--- src/drc_pkg.sv ---
// Constants for the host register cycle decoder: pin codes, bit positions,
// reset values and the map of the APB-side control registers.
// Assumes a 32-bit APB slave with byte addresses in paddr.
package drc_pkg;

    // Address lines DA2..DA0 within the command block
    localparam logic [2:0] DRC_DA_DATA = 3'h0;
    localparam logic [2:0] DRC_DA_ERRFEAT = 3'h1;
    localparam logic [2:0] DRC_DA_SECCNT = 3'h2;
    localparam logic [2:0] DRC_DA_LBALO = 3'h3;
    localparam logic [2:0] DRC_DA_LBAMID = 3'h4;
    localparam logic [2:0] DRC_DA_LBAHI = 3'h5;
    localparam logic [2:0] DRC_DA_DEVICE = 3'h6;
    localparam logic [2:0] DRC_DA_STATCMD = 3'h7;
    // Control block: Alternate Status / Device Control
    localparam logic [2:0] DRC_DA_ALTCTL = 3'h6;

    // Bit positions
    localparam int DRC_DEV_BIT = 4;
    localparam int DRC_BSY_BIT = 7;
    localparam int DRC_DRQ_BIT = 3;
    localparam int DRC_NIEN_BIT = 1;
    localparam int DRC_SRST_BIT = 2;
    localparam int DRC_CTL_SLEEP = 0;
    localparam int DRC_CTL_PACKET = 1;
    localparam int DRC_CTL_DEVNUM = 2;
    localparam int DRC_CTL_STANDIN = 3;
    localparam int DRC_CTL_MWDMA = 4;
    localparam int DRC_CTL_DMAREQ = 5;
    localparam int DRC_EV_CMD = 0;
    localparam int DRC_EV_DIAG = 1;
    localparam int DRC_EV_DWR = 2;
    localparam int DRC_EV_DRD = 3;
    localparam int DRC_EV_DEVCTL = 4;

    // Opcode that an unselected device still acts on
    localparam logic [7:0] DRC_OP_DIAG = 8'h90;

    // Reset values
    localparam logic [7:0] DRC_BYTE_RST = 8'h00;
    localparam logic [15:0] DRC_WORD_RST = 16'h0000;
    localparam logic [5:0] DRC_CTL_RST = 6'h00;
    localparam logic [4:0] DRC_EV_RST = 5'h00;

    // APB register byte offsets
    localparam logic [7:0] DRC_A_CTRL = 8'h00;
    localparam logic [7:0] DRC_A_STATUS = 8'h04;
    localparam logic [7:0] DRC_A_ERROR = 8'h08;
    localparam logic [7:0] DRC_A_TF0 = 8'h0C;
    localparam logic [7:0] DRC_A_TF1 = 8'h10;
    localparam logic [7:0] DRC_A_EVENTS = 8'h14;
    localparam logic [7:0] DRC_A_PKT = 8'h18;
    localparam logic [7:0] DRC_A_DATA = 8'h1C;

endpackage

--- src/drc_sync.sv ---
// Two-flop synchroniser for the host-side pins.
// Assumes the inputs are asynchronous to ref_clk.
`timescale 1ns/100ps
`default_nettype none
module drc_sync #(
    parameter int W = 1
) (
    input wire logic ref_clk,
    input wire logic reset_n,
    input wire logic [W-1:0] rst_val,
    input wire logic [W-1:0] async_in,
    output logic [W-1:0] sync_out
);
    logic [W-1:0] stage1;
    logic [W-1:0] next_stage1;
    logic [W-1:0] next_sync_out;

    always_comb begin
        next_stage1 = reset_n ? async_in : rst_val;
        next_sync_out = reset_n ? stage1 : rst_val;
    end

    always_ff @(posedge ref_clk) begin
        stage1 <= next_stage1;
        sync_out <= next_sync_out;
    end
endmodule
`default_nettype wire

--- src/drc_top.sv ---
// Device-side decoder for host register and data-port strobe cycles,
// with an APB slave through which device firmware sees the task file.
// Assumes host pins are asynchronous and held stable around each strobe.
//
// Added by the designer: the address map and the APB slave port.
`timescale 1ns/100ps
`default_nettype none
// Summary of operation
// - On each completed DIOW- strobe, and while each DIOR- strobe is asserted, decide from state and address how to respond.
// - In Sleep with DMACK- asserted ignore all strobes; otherwise Sleep handling applies.
// - Awake unselected device ignores strobes while DMACK- is asserted.
// - Selected exactly when the Device register DEV bit equals own device number.
// - Device 0 standing in for absent Device 1 ignores strobes under DMACK-.
// - Unselected: ignore no chip select, both selects, reads, and writes while busy.
// - Device Control write is taken unless DMACK- is asserted, and nIEN/SRST act at once.
// - Unselected, not busy: address 1 write loads Features.
// - Unselected, not busy: address 2 write loads Sector Count.
// - Unselected, not busy: addresses 3, 4, 5 load LBA Low, Mid, High.
// - Unselected, not busy: address 6 loads Device and selection follows new DEV.
// - Unselected, not busy: Command latched; only diagnostics opcode is acted on.
// - Reads see Error, Status, Alt Status where writes load Features, Command, Control.
// - PACKET set: Interrupt reason at Sector Count, byte count at LBA Mid/High.
// - Selected with DMACK- asserted: data transfer only in Multiword DMA.
// - Pins are asserted, negated, released or don't care; released means output enable off.
module drc_top
    import drc_pkg::*;
(
    input wire logic ref_clk,
    input wire logic reset_n,
    input wire logic cs0_n,
    input wire logic cs1_n,
    input wire logic [2:0] da,
    input wire logic dior_n,
    input wire logic diow_n,
    input wire logic dmack_n,
    input wire logic [15:0] dd_in,
    output logic [15:0] dd_out,
    output logic dd_oe,
    output logic dmarq_out,
    output logic dmarq_oe,
    output logic soft_reset,
    output logic int_disable,
    input wire logic psel,
    input wire logic penable,
    input wire logic pwrite,
    input wire logic [7:0] paddr,
    input wire logic [31:0] pwdata,
    output logic [31:0] prdata,
    output logic pready,
    output logic pslverr
);
    // Synchronised pins: {cs0,cs1,da,dior,diow,dmack,dd}
    logic [23:0] pins_s;
    logic cs0_s, cs1_s, dior_s, diow_s, dmack_s;
    logic [2:0] da_s;
    logic [15:0] dd_s;

    drc_sync #(.W(24)) u_sync (
        .ref_clk(ref_clk),
        .reset_n(reset_n),
        .rst_val(24'hFF0000 | 24'h3E0000),
        .async_in({cs0_n, cs1_n, da, dior_n, diow_n, dmack_n, dd_in}),
        .sync_out(pins_s)
    );
    assign {cs0_s, cs1_s, da_s, dior_s, diow_s, dmack_s, dd_s} = pins_s;

    // Task file and firmware state
    logic dior_q, diow_q, next_dior_q, next_diow_q;
    logic [7:0] feature, seccnt, lba_lo, lba_mid, lba_hi, device, command, devctl;
    logic [7:0] next_feature, next_seccnt, next_lba_lo, next_lba_mid, next_lba_hi;
    logic [7:0] next_device, next_command, next_devctl;
    logic [7:0] status, error, int_reason, next_status, next_error, next_int_reason;
    logic [5:0] ctrl, next_ctrl;
    logic [4:0] events, next_events, ev_set;
    logic [15:0] host_wdata, fw_rdata, next_host_wdata, next_fw_rdata;
    logic [15:0] next_dd_out;
    logic next_dd_oe, next_dmarq_out, next_dmarq_oe;

    // APB response state
    logic [31:0] next_prdata;
    logic next_pready, next_pslverr;
    logic commit;

    // Decode helpers
    logic sleep, selected, stand_in, answering, dmack_a, cmd_blk, ctl_blk, bsy, drq;
    logic end_wr, end_rd, rd_on, dma_xfer, devctl_hit;
    logic [7:0] rd_byte;

    always_comb begin
        sleep = ctrl[DRC_CTL_SLEEP];
        selected = (device[DRC_DEV_BIT] == ctrl[DRC_CTL_DEVNUM]);
        stand_in = ctrl[DRC_CTL_STANDIN] && !ctrl[DRC_CTL_DEVNUM] && device[DRC_DEV_BIT];
        answering = selected || stand_in;
        dmack_a = !dmack_s;
        cmd_blk = !cs0_s && cs1_s;
        ctl_blk = cs0_s && !cs1_s;
        devctl_hit = ctl_blk && (da_s == DRC_DA_ALTCTL);
        bsy = status[DRC_BSY_BIT];
        drq = status[DRC_DRQ_BIT];
        end_wr = diow_s && !diow_q;
        end_rd = dior_s && !dior_q;
        rd_on = !dior_s;
        dma_xfer = dmack_a && !sleep && selected && ctrl[DRC_CTL_MWDMA];
        commit = psel && penable && pready && pwrite;
    end

    // Byte presented on a register read
    always_comb begin
        rd_byte = DRC_BYTE_RST;
        if (ctl_blk) begin
            rd_byte = status;
        end else begin
            unique case (da_s)
                DRC_DA_DATA: rd_byte = fw_rdata[7:0];
                DRC_DA_ERRFEAT: rd_byte = error;
                DRC_DA_SECCNT: rd_byte = ctrl[DRC_CTL_PACKET] ? int_reason : seccnt;
                DRC_DA_LBALO: rd_byte = lba_lo;
                DRC_DA_LBAMID: rd_byte = lba_mid;
                DRC_DA_LBAHI: rd_byte = lba_hi;
                DRC_DA_DEVICE: rd_byte = device;
                DRC_DA_STATCMD: rd_byte = status;
            endcase
        end
    end

    always_comb begin
        next_dior_q = dior_s;
        next_diow_q = diow_s;
        next_feature = feature;
        next_seccnt = seccnt;
        next_lba_lo = lba_lo;
        next_lba_mid = lba_mid;
        next_lba_hi = lba_hi;
        next_device = device;
        next_command = command;
        next_devctl = devctl;
        next_status = status;
        next_error = error;
        next_int_reason = int_reason;
        next_ctrl = ctrl;
        next_host_wdata = host_wdata;
        next_fw_rdata = fw_rdata;
        ev_set = DRC_EV_RST;

        // Host write cycles, decided when DIOW- is negated
        if (end_wr) begin
            if (dmack_a) begin
                if (dma_xfer) begin
                    next_host_wdata = dd_s;
                    ev_set[DRC_EV_DWR] = 1'b1;
                end
                // Other strobes under DMACK- are ignored
            end else if (devctl_hit) begin
                next_devctl = dd_s[7:0];
                ev_set[DRC_EV_DEVCTL] = 1'b1;
            end else if (!sleep && cmd_blk && !bsy) begin
                unique case (da_s)
                    DRC_DA_DATA: begin
                        if (selected && drq) begin
                            next_host_wdata = dd_s;
                            ev_set[DRC_EV_DWR] = 1'b1;
                        end
                    end
                    DRC_DA_ERRFEAT: next_feature = dd_s[7:0];
                    DRC_DA_SECCNT: begin
                        if (!ctrl[DRC_CTL_PACKET] || !answering) begin
                            next_seccnt = dd_s[7:0];
                        end
                    end
                    DRC_DA_LBALO: next_lba_lo = dd_s[7:0];
                    DRC_DA_LBAMID: next_lba_mid = dd_s[7:0];
                    DRC_DA_LBAHI: next_lba_hi = dd_s[7:0];
                    DRC_DA_DEVICE: next_device = dd_s[7:0];
                    DRC_DA_STATCMD: begin
                        next_command = dd_s[7:0];
                        if (answering) begin
                            ev_set[DRC_EV_CMD] = 1'b1;
                        end else if (dd_s[7:0] == DRC_OP_DIAG) begin
                            ev_set[DRC_EV_DIAG] = 1'b1;
                        end
                    end
                endcase
            end
        end

        // Completed data-port reads ask firmware for the next word
        if (end_rd && (dma_xfer || (!dmack_a && !sleep && selected && cmd_blk && da_s == DRC_DA_DATA))) begin
            ev_set[DRC_EV_DRD] = 1'b1;
        end

        // Firmware writes over APB
        if (commit) begin
            unique case (paddr)
                DRC_A_CTRL: next_ctrl = pwdata[5:0];
                DRC_A_STATUS: next_status = pwdata[7:0];
                DRC_A_ERROR: next_error = pwdata[7:0];
                DRC_A_PKT: begin
                    next_int_reason = pwdata[7:0];
                    next_lba_mid = pwdata[15:8];
                    next_lba_hi = pwdata[23:16];
                end
                DRC_A_DATA: next_fw_rdata = pwdata[15:0];
                default: ;
            endcase
        end

        // Sticky events; a new event wins over its clear
        next_events = events;
        if (commit && paddr == DRC_A_EVENTS) begin
            next_events = events & ~pwdata[4:0];
        end
        next_events = next_events | ev_set;

        // Host data bus drive while a read strobe is asserted
        next_dd_oe = 1'b0;
        next_dd_out = DRC_WORD_RST;
        if (rd_on) begin
            if (dma_xfer) begin
                next_dd_oe = 1'b1;
                next_dd_out = fw_rdata;
            end else if (!dmack_a && !sleep && answering && (cmd_blk || devctl_hit)) begin
                next_dd_oe = 1'b1;
                next_dd_out = (cmd_blk && da_s == DRC_DA_DATA) ? fw_rdata : {8'h00, rd_byte};
            end
        end

        // DMARQ is driven only by the selected device
        next_dmarq_oe = selected && !sleep;
        next_dmarq_out = selected && !sleep && ctrl[DRC_CTL_DMAREQ];
    end

    always_ff @(posedge ref_clk) begin
        if (!reset_n) begin
            dior_q <= 1'b1;
            diow_q <= 1'b1;
            feature <= DRC_BYTE_RST;
            seccnt <= DRC_BYTE_RST;
            lba_lo <= DRC_BYTE_RST;
            lba_mid <= DRC_BYTE_RST;
            lba_hi <= DRC_BYTE_RST;
            device <= DRC_BYTE_RST;
            command <= DRC_BYTE_RST;
            devctl <= DRC_BYTE_RST;
            status <= DRC_BYTE_RST;
            error <= DRC_BYTE_RST;
            int_reason <= DRC_BYTE_RST;
            ctrl <= DRC_CTL_RST;
            events <= DRC_EV_RST;
            host_wdata <= DRC_WORD_RST;
            fw_rdata <= DRC_WORD_RST;
            dd_out <= DRC_WORD_RST;
            dd_oe <= 1'b0;
            dmarq_out <= 1'b0;
            dmarq_oe <= 1'b0;
            soft_reset <= 1'b0;
            int_disable <= 1'b0;
        end else begin
            dior_q <= next_dior_q;
            diow_q <= next_diow_q;
            feature <= next_feature;
            seccnt <= next_seccnt;
            lba_lo <= next_lba_lo;
            lba_mid <= next_lba_mid;
            lba_hi <= next_lba_hi;
            device <= next_device;
            command <= next_command;
            devctl <= next_devctl;
            status <= next_status;
            error <= next_error;
            int_reason <= next_int_reason;
            ctrl <= next_ctrl;
            events <= next_events;
            host_wdata <= next_host_wdata;
            fw_rdata <= next_fw_rdata;
            dd_out <= next_dd_out;
            dd_oe <= next_dd_oe;
            dmarq_out <= next_dmarq_out;
            dmarq_oe <= next_dmarq_oe;
            soft_reset <= next_devctl[DRC_SRST_BIT];
            int_disable <= next_devctl[DRC_NIEN_BIT];
        end
    end

    // APB slave: one wait state, then pready with registered data
    always_comb begin
        next_pready = 1'b0;
        next_prdata = prdata;
        next_pslverr = 1'b0;
        if (psel && penable && !pready) begin
            next_pready = 1'b1;
            next_prdata = 32'h00000000;
            unique case (paddr)
                DRC_A_CTRL: next_prdata = {26'h0000000, ctrl};
                DRC_A_STATUS: next_prdata = {24'h000000, status};
                DRC_A_ERROR: next_prdata = {24'h000000, error};
                DRC_A_TF0: next_prdata = {lba_mid, lba_lo, seccnt, feature};
                DRC_A_TF1: next_prdata = {devctl, command, device, lba_hi};
                DRC_A_EVENTS: next_prdata = {16'h0000, selected, 10'h000, events};
                DRC_A_PKT: next_prdata = {8'h00, lba_hi, lba_mid, int_reason};
                DRC_A_DATA: next_prdata = {fw_rdata, host_wdata};
                default: next_pslverr = 1'b1;
            endcase
        end
    end

    always_ff @(posedge ref_clk) begin
        if (!reset_n) begin
            pready <= 1'b0;
            prdata <= 32'h00000000;
            pslverr <= 1'b0;
        end else begin
            pready <= next_pready;
            prdata <= next_prdata;
            pslverr <= next_pslverr;
        end
    end
endmodule
`default_nettype wire

--- config.mk ---
export PLATFORM = sky130hd
export DESIGN_NAME = drc_top
export DESIGN_NICKNAME = d
export VERILOG_FILES = /design/src/drc_pkg.sv /design/src/drc_sync.sv /design/src/drc_top.sv
export SDC_FILE = /design/constraint.sdc
export NUM_CORES = 1
export LEC_CHECK = 0
export ABC_AREA = 1
export BUFFER_PORTS_ARGS = -buffer_cell sky130_fd_sc_hd__buf_2
export CAP_MARGIN = 20
export CORE_ASPECT_RATIO = 0.8
export CORE_MARGIN = 4
export CORE_UTILIZATION = 40
export CTS_BUF_LIST = sky130_fd_sc_hd__clkbuf_16
export CTS_CLUSTER_DIAMETER = 100
export CTS_CLUSTER_SIZE = 25
export DETAILED_ROUTE_END_ITERATION = 10
export GPL_TIMING_DRIVEN = 0
export SYNTH_ARGS = -nofsm -noshare
export SYNTH_HDL_FRONTEND = slang
export SYNTH_SLANG_ARGS = --single-unit
--- constraint.sdc ---
create_clock -name ref_clk -period 1.55 [get_ports ref_clk]
set_clock_uncertainty 0.15 [all_clocks]
set_input_delay 0.2325 -clock ref_clk [delete_from_list [all_inputs] [get_ports ref_clk]]
set_output_delay 0.2325 -clock ref_clk [all_outputs]
set_load 0.05 [all_outputs]
Word-level counts from Yosys, hierarchy flattened:

Cells that the tools add are included.

* bitwise operators: 5
* multiplexer cells: 51
* equality and inequality tests: 20
* reductions and logical operators: 61

Operators by type and width (count)
* case mux 32 bit (8 select lines): 1
* two-way mux 16 bit: 9
* two-way mux 8 bit: 16
* case mux 8 bit (8 select lines): 1
* equality test 8 x 5 -> 1 bit, second input constant: 4
* logical AND 1 bit: 28
* AND reduction 5 bit: 4
* two-way mux 3 bit: 6
* equality test 8 x 4 -> 1 bit, second input constant: 2
* two-way mux 1 bit: 15
* equality test 3 bit, second input constant: 4
* AND reduction 2 bit: 6
* AND reduction 6 bit: 2
* logical NOT 1 bit: 11
* equality test 8 x 3 -> 1 bit, second input constant: 1
* equality test 8 bit, second input constant: 1
* logical NOT 8 bit: 1
* inequality test 2 bit, second input constant: 4
* OR reduction 8 bit: 1
* equality test 3 x 2 -> 1 bit, second input constant: 2
* bitwise AND 5 bit: 1
* two-way mux 5 bit: 1
* NOT 5 bit: 1
* OR 5 bit: 1
* 9 further kinds: 14

* input bits: 69
* logic and storage cells: 166
* flip-flop bits (word level): 236
* output and inout bits: 55

Logic depth before layout (Yosys ltp):

Gate-level depths: netlist (run 1).

* word-level depth: 11
* mapped depth: 12
* depth with buffers taken out: 11

By module:

A second synthesis (run 1) with hierarchy kept.

* cells, all modules: 1551
* area, all modules: 10610.2 µm²

By module, submodules not included
* drc_top: cells an instance 1375, seq. area each 3723.6 µm², instances 1, area an instance 9145.0 µm²
* drc_sync: cells an instance 176, seq. area each 960.9 µm², instances 1, area an instance 1465.2 µm²

Worst setup path before layout (run 1):

OpenSTA, ideal clock, no wires.

* path type: register to register
* start: register pready
* end: register lba_mid[3]
* arrival: 1615 ps
* cell stages (with the launch flop): 9
* setup time: 115 ps
* path slack: -331 ps
* required time: 1285 ps
* clock period less this slack: 1881 ps
* path buffers: 1
* path through: dfxtp_1 nand4_1 inv_2 nand2_2 buf_2 nor2_1 nor2_1 o21ai_0 inv_1

* cells in the longest elaborated chain, start to end: 3

Ends and longest elaborated chain
* start, declared: RTL line drc_top.sv:49 `output logic pready,`
* start signal, assigned: RTL line drc_top.sv:312 `pready <= next_pready;`
* logical AND 1 bit (2 in series): RTL line drc_top.sv:104 `commit = psel && penable && pready && pwrite;`
* two-way mux 8 bit: RTL line drc_top.sv:192 `if (commit) begin`
* end signal, assigned: RTL line drc_top.sv:263 `lba_mid <= next_lba_mid;`
* end, declared: RTL line drc_top.sv:69 `logic [7:0] feature, seccnt, lba_lo, lba_mid, lba_hi, device, command, devctl;`

No other way between the ends.
A chain may end at the register's enable or synchronous reset.

Worst setup path after layout (run 1):

* start: register u_sync.sync_out[17]
* end: register lba_mid[5]

* cells in the longest elaborated chain, start to end: 4

Ends and longest elaborated chain
* start, declared: RTL line drc_sync.sv:12 `output logic [W-1:0] sync_out`
* start signal, assigned: RTL line drc_sync.sv:25 `sync_out <= next_sync_out;`
* logical AND 1 bit *: RTL line drc_top.sv:100 `end_wr = diow_s && !diow_q;`
* two-way mux 8 bit *: RTL line drc_top.sv:146 `if (end_wr) begin`
* two-way mux 8 bit: RTL line drc_top.sv:193 `unique case (paddr)`
* two-way mux 8 bit *: RTL line drc_top.sv:192

Mark *: on every way between the ends. The rest lies on a longest branch, timed or not.

==> results of run 1 <==
## cells by family after synthesis
kind of cell           count (synthesis)  synth area share [%]
AOI/OAI and AO/OA                    307                  15.7
buffers and inverters                252                  10.0
DFF                                  234                  44.8
and+or+nand+nor                      703                  29.5
## layout make-up
class                   count  area share [%]
clock inverters             3           0.203
clock buffers              13            2.29
plain buffers              83            4.37
inverters                 168            5.07
diodes                      2          0.0353
repair buffers            241            13.3
multi-input cells        1012            38.5
flip-flops and latches    234            33.2
well taps                 351            3.10
## cells in the mapped netlist (8+ instances only)
cell | n | share of area (%)
dfxtp_1 | 234 | 45
o21ai_1 | 16 | 0.77
a21oi_1 | 122 | 5.8
a211oi_2 | 8 | 0.96
clkbuf_1 | 41 | 1.5
and3_1 | 8 | 0.48
nand2_1 | 349 | 13
buf_2 | 24 | 1.1
or2_2 | 16 | 0.96
buf_4 | 12 | 0.86
nor2_1 | 161 | 5.8
nand3_1 | 98 | 4.7
inv_2 | 8 | 0.29
o21ai_0 | 149 | 7.1
inv_1 | 155 | 5.6
a211oi_1 | 8 | 0.57
nand4_1 | 43 | 2.6
## per-layer routing
layer,vias up,GRT usage [%],wire length [um]
li1,5334,-,-
met2,598,43.4,18700
met1,5315,43.7,20200
met5,-,0,0
met4,0,9.23,1770
met3,102,8.25,5120
## cells in the final DEF (no fill, tap or decap), types with 4 or more instances in the layout
cell type      instances
nand2_4                8
inv_2                 10
or2_2                 16
a211oi_2              13
clkbuf_2              18
nor2_4                26
o21ai_0               80
a21oi_2               17
nor2_2                13
inv_1                139
buf_2                114
dlygate4sd3_1         50
clkinvlp_4             8
clkbuf_4              14
buf_12                10
nand3_1               95
clkbuf_1              19
nor2_1               131
clkbuf_16             14
and3_1                 8
dfxtp_2               10
nand2_1              303
a21oi_1              104
nand3_4                4
o21ai_2               33
buf_8                  7
buf_6                 30
nand4_1               43
o21ai_1               50
inv_4                  6
buf_4                 59
dfxtp_1              222
nand2_2               41
## critical path: cells and delay by family (launching register included)
family	cells	cell delay, ns
flops	1	0.33
buf+inv	5	0.53
simple gates	3	0.56
compound gates	2	0.17
## sequential cells by signal, summed over array words and instances, names as in the netlist, 16 cells and up
register	cells
host_wdata	16
u_sync.sync_out	24
fw_rdata	16
u_sync.stage1	24
prdata	32
dd_out	16
## what timing repair did
item | 4_1_cts | 5_1_grt
pin swaps | 39 | 44
buffers inserted | 42 | 25
endpoints found under the hold margin | 78 | 0
hold buffers | 50 | 0
endpoints found under the setup margin | 174 | 180
cloned | 9 | 4
resized for setup | 218 | 221
## report_power, final
group / switching [W] / internal (W) / total (W)
Combinational: 0.000564 / 0.000341 / 0.000905
Sequential: 0.0000508 / 0.00607 / 0.00612
Clock: 0.00207 / 0.00156 / 0.00363
Total: 0.00269 / 0.00798 / 0.0107
## worst max path at each step
stage | depth (start not counted) | to | start
2_1_floorplan | 9 | lba_mid[6] | u_sync.sync_out[17]
3_3_place_gp | 11 | prdata[23] | paddr[0]
3_5_place_dp | 11 | prdata[23] | paddr[0]
4_1_cts | 11 | host_wdata[7] | u_sync.sync_out[22]
5_1_grt | 11 | lba_mid[6] | u_sync.sync_out[22]
6_report | 10 | lba_mid[5] | u_sync.sync_out[17]
## through the flow
step	setup slack (ns)	instance area, sq um	utilization, %
global placement	-0.748	11500	45.0
CTS	-0.245	13400	52.5
detailed placement	-0.729	11500	45.0
finish	-0.255	14200	55.6
global route	-0.301	14200	55.6
floorplan	-0.0103	10500	-
==> impl_metrics.csv, run 1 <==
group,metric,value,unit
clock_network,clockRootBuffer,"clkbuf_16",
detailed_routing,ant_nets,0,
clock_network,cts.sink_count,234,
critical_path,critical_path_class,"flip-flop to flip-flop",
floorplanning,fp.dieW,189,um
detailed_routing,vias_per_cell,5.39,
sta,setup_ws,-0.255,ns
sta,min_period_over_period,116,%
outcome,status,"complete, but fails checks",
floorplanning,start_util,41.0,%
sta,tns,-16.26,ns
synth,synth_area,0.0104,sq mm
critical_path,critPathLaunchType,"flip-flop",
worst_hold_path,holdPathStages,5,
sta,tightest_slew,1.10,ns
critical_path,r2r_slack,-0.25,ns
synth,synth_cells,1496,
power,p_per_area,752,mW/mm^2
detailed_routing,vias,11349,
clock_network,cts_buffers,13,
synth,synth_cell_type_count,36,
clock_network,clkTransAtPathRegs,0.11,ns
placement,dp_hpwl,33.2,mm
cells_and_area,layout.cells.non_filler,2107,
placement,post-place-cells,1962,
synth,synth-seq-cells,234,
power,finalPower,0.0107,W
cells_and_area,layout.nets,1822,
floorplanning,fp-row-count,52,
detailed_routing,first_pass_iters,5,
floorplanning,ios,124,
worst_hold_path,worstHoldEndpoint,"lba_hi[7]",
job,maxCapViolCount,0,
synth,synth-async-reset-ratio,0,%
floorplanning,fp.dieH,153,um
worst_hold_path,hold_class,"input pin to flip-flop",
detailed_routing,drt_iter0_markers,1198,
clock_network,clockBufferDepth,3,
sta,final_hold_viol_count,0,
critical_path,cpPeakStageDelay,0.33,ns
cells_and_area,multi_input_area,0.00545,sq mm
cells_and_area,fillCellCount,2521,
critical_path,cp_max_fo,8,
detailed_routing,wl,45.8,mm
worst_hold_path,worstHoldStart,"pwdata[23]",
detailed_routing,wire_per_inst,21.7,um
critical_path,critical_path.cell_chain,"inv_2 > or2_4 > nor2_8 > buf_12 > nand3_4 > buf_6 > buf_4 > o21ai_2 > o21ai_1 > inv_1",
sta,setup_viol,101,
floorplanning,dieArea,0.0288,sq mm
sta,rsz0062_at_grt,"yes",
global_routing,grt_use_total,30.1,%
global_routing,grt_overflow,0,
critical_path,reg2reg_to,"lba_mid[5]",
global_routing,grt_first_pass_wirelength,65.3,mm
critical_path,cp.required,1.84,ns
synth,ys_seq_area_share,44.8,%
sta,holdWs,0.0273,ns
sta,slew_headroom,27.0,%
synth,synth-edff-count,0,
cells_and_area,seqCellArea,0.00470,sq mm
outcome,violations,"setup timing",
power,vdd_drop_max,695,uV
sta,slew_viol_final,0,
critical_path,critPathArrivalTime,2.09,ns
placement,gp_congestion,0.993,
synth,avgSynthCellArea,6.98,sq um
clock_network,cts_tree,"done",
clock_network,clk_latency,0.50,ns
power,total_leakage_power,6.28,nW
cells_and_area,final_layout_size_suffix_gt1_share,28.6,%
sta,fmax,0.554,GHz
critical_path,rr_startpoint,"u_sync.sync_out[17]",
critical_path,cpMaxStageDelayCell,"dfxtp_2",
sta,period_needed,1.80,ns
global_routing,grt_start_max_net_pins,27,
cells_and_area,syn2layout_area_growth,35.7,%
critical_path,end_kind,"flip-flop",
critical_path,ff2ff_path_depth,10,
clock_network,htree_levels,1,
synth,yosys_warnings,0,
placement,port_buffers,115,
synth,synth_nets,1565,
floorplanning,design.core.area,0.0255,sq mm
synth,dominantRegCellSynth,"dfxtp_1",
global_routing,grt_pass1_vias,10227,
detailed_routing,drcViolationCount,0,
global_routing,antenna_found_initial,1,
No activity file was read; power rests on OpenSTA's default activity.
==> run 2, diff against run 1 <==
--- a/config.mk
+++ b/config.mk
@@ -10,7 +10,7 @@
 export CAP_MARGIN = 20
 export CORE_ASPECT_RATIO = 0.8
 export CORE_MARGIN = 4
-export CORE_UTILIZATION = 40
+export CORE_UTILIZATION = 35
 export CTS_BUF_LIST = sky130_fd_sc_hd__clkbuf_16
 export CTS_CLUSTER_DIAMETER = 100
 export CTS_CLUSTER_SIZE = 25
==> run 2 against run 1 <==
  * The run still ends with setup timing left
  * Clock-buffer cell count unchanged
  * Sequential cell count unchanged
  * Routed wire length down 2.5%
  * Non-clock buffer count up 10
  * Sequential share of layout area down 1.4 points
  * Maximum frequency down 1.0%
  * Total power up 0.25%
  * First-iteration DRC count down 7.7%
  * Register-to-register slack worse by 0.02 ns
  * Critical path depth unchanged
  * Critical endpoint is now devctl[6]
  * Largest cell class unchanged
  * Highest routed layer unchanged
==> impl_metrics.csv, run 2 (synthesis results as in run 1) <==
group,metric,value,unit
outcome,status,"complete, but fails checks",
outcome,violations,"setup timing",
cells_and_area,utilization,50.5,%
floorplanning,fp.dieH,163,um
detailed_routing,drcViolationCount,0,
global_routing,grt_pass1_vias,10394,
power,p_per_area,721,mW/mm^2
floorplanning,design.core.area,0.0294,sq mm
clock_network,htree_levels,1,
placement,gp_congestion,1.08,
clock_network,cts.sink_count,234,
critical_path,end_kind,"flip-flop",
clock_network,cts_tree,"done",
cells_and_area,antenna_cells,0,
cells_and_area,final_layout_size_suffix_gt1_share,31.7,%
global_routing,antenna_found_initial,1,
sta,setup_ws,-0.273,ns
worst_hold_path,hold_class,"input pin to flip-flop",
sta,final_hold_viol_count,0,
floorplanning,fp-row-count,56,
cells_and_area,fillCellCount,2861,
global_routing,grt_overflow,0,
sta,tns,-18.73,ns
clock_network,clockBufferDepth,3,
global_routing,grt_use_total,25.6,%
floorplanning,fp.dieW,201,um
job,maxCapViolCount,0,
cells_and_area,multi_input_area,0.00580,sq mm
clock_network,clkTransAtPathRegs,0.11,ns
cells_and_area,final_common_cell,"nand2_1",
detailed_routing,ant_nets,0,
sta,fmax,0.548,GHz
floorplanning,ios,124,
floorplanning,dieArea,0.0327,sq mm
sta,setup_viol,131,
power,finalPower,0.0107,W
detailed_routing,wire_per_inst,20.9,um
critical_path,critical_path_class,"flip-flop to flip-flop",
detailed_routing,vias,11405,
cells_and_area,seqCellArea,0.00471,sq mm
critical_path,cp.required,1.83,ns
placement,dp_hpwl,31.9,mm
sta,tightest_slew,1.13,ns
global_routing,grt_start_max_net_pins,27,
cells_and_area,layout.nets,1832,
critical_path,critPathArrivalTime,2.10,ns
detailed_routing,vias_per_cell,5.33,
cells_and_area,final_cell_mix,"nand2_1 (286), dfxtp_1 (223), inv_1 (143)",
detailed_routing,drt_iter0_markers,1106,
detailed_routing,wl,44.7,mm
global_routing,grt_first_pass_wirelength,64.3,mm
placement,port_buffers,115,
sta,min_period_over_period,118,%
sta,rsz0062_at_grt,"yes",
clock_network,clockRootBuffer,"clkbuf_16",
cells_and_area,syn2layout_area_growth,41.9,%
clock_network,cts_buffers,13,
critical_path,cp_max_fo,10,
cells_and_area,top_regs,"prdata (32), u_sync.stage1 (24), u_sync.sync_out (24)",
clock_network,clk_latency,0.50,ns
sta,holdWs,0.0136,ns
placement,pre_cts_slack,-0.804,ns
critical_path,critPathLaunchType,"flip-flop",
sta,slew_headroom,24.5,%
cells_and_area,top_register,"prdata",
sta,period_needed,1.82,ns
detailed_routing,first_pass_iters,5,
power,total_leakage_power,6.46,nW
cells_and_area,largest_reg_flops,32,
sta,slew_viol_final,0,
floorplanning,start_util,35.6,%
power,vdd_drop_max,575,uV
## run 2: layout make-up
type                            count  share of cell area (%)
Clock buffer                       13                    2.19
Multi-Input combinational cell   1012                    39.1
Clock inverter                      2                   0.135
Timing Repair Buffer              251                    14.2
Inverter                          168                    4.84
Buffer                             83                    4.58
Tap cell                          377                    3.18
Sequential cell                   234                    31.7
## run 2: critical path, stage by stage (launching register included)
cell	delay, ns
dfxtp_2	0.33
buf_6	0.12
inv_4	0.04
buf_12	0.14
nor2_4	0.20
buf_4	0.16
nand3_4	0.11
inv_4	0.09
buf_6	0.13
o21ai_0	0.10
a21oi_1	0.19
## run 2: metrics by stage
stage / std cells / area (sq um)
3_3_place_gp: 1988 / 11500
3_5_place_dp: 1988 / 11500
5_1_grt: 2140 / 14800
6_report: 2140 / 14800
4_1_cts: 2113 / 13800
2_1_floorplan: 1496 / 10500
## run 2: layer usage
layer	vias up	wire length (um)	GRT usage, %
li1	5362	-	-
met1	5357	19500	37.2
met2	597	19300	40.0
met3	89	4060	3.21
met4	0	1770	7.94
met5	-	0	0
## run 2: timing repair
item / 4_1_cts / 5_1_grt
pin swaps: 48 / 48
hold endpoints to repair: 73 / 0
endpoints found under the setup margin: 175 / 173
gates resized for setup: 328 / 218
hold buffers: 50 / 0
buffers inserted: 47 / 25
cloned: 13 / 5
## run 2: where the power goes
group | switching (W) | total, W | internal [W]
Sequential | 0.0000473 | 0.00612 | 0.00607
Combinational | 0.000585 | 0.000934 | 0.000349
Clock | 0.00209 | 0.00364 | 0.00155
Total | 0.00272 | 0.0107 | 0.00797
## run 2: final timing paths
path | from | to | slack (ns) | depth (start not counted)
worst max-delay path | u_sync.sync_out[21] | devctl[6] | -0.27 | 10
worst min-delay path | paddr[0] | pslverr | 0.01 | 3
worst max register to register | u_sync.sync_out[21] | devctl[6] | -0.27 | 10
worst min register to register | u_sync.stage1[1] | u_sync.sync_out[1] | 0.27 | 2
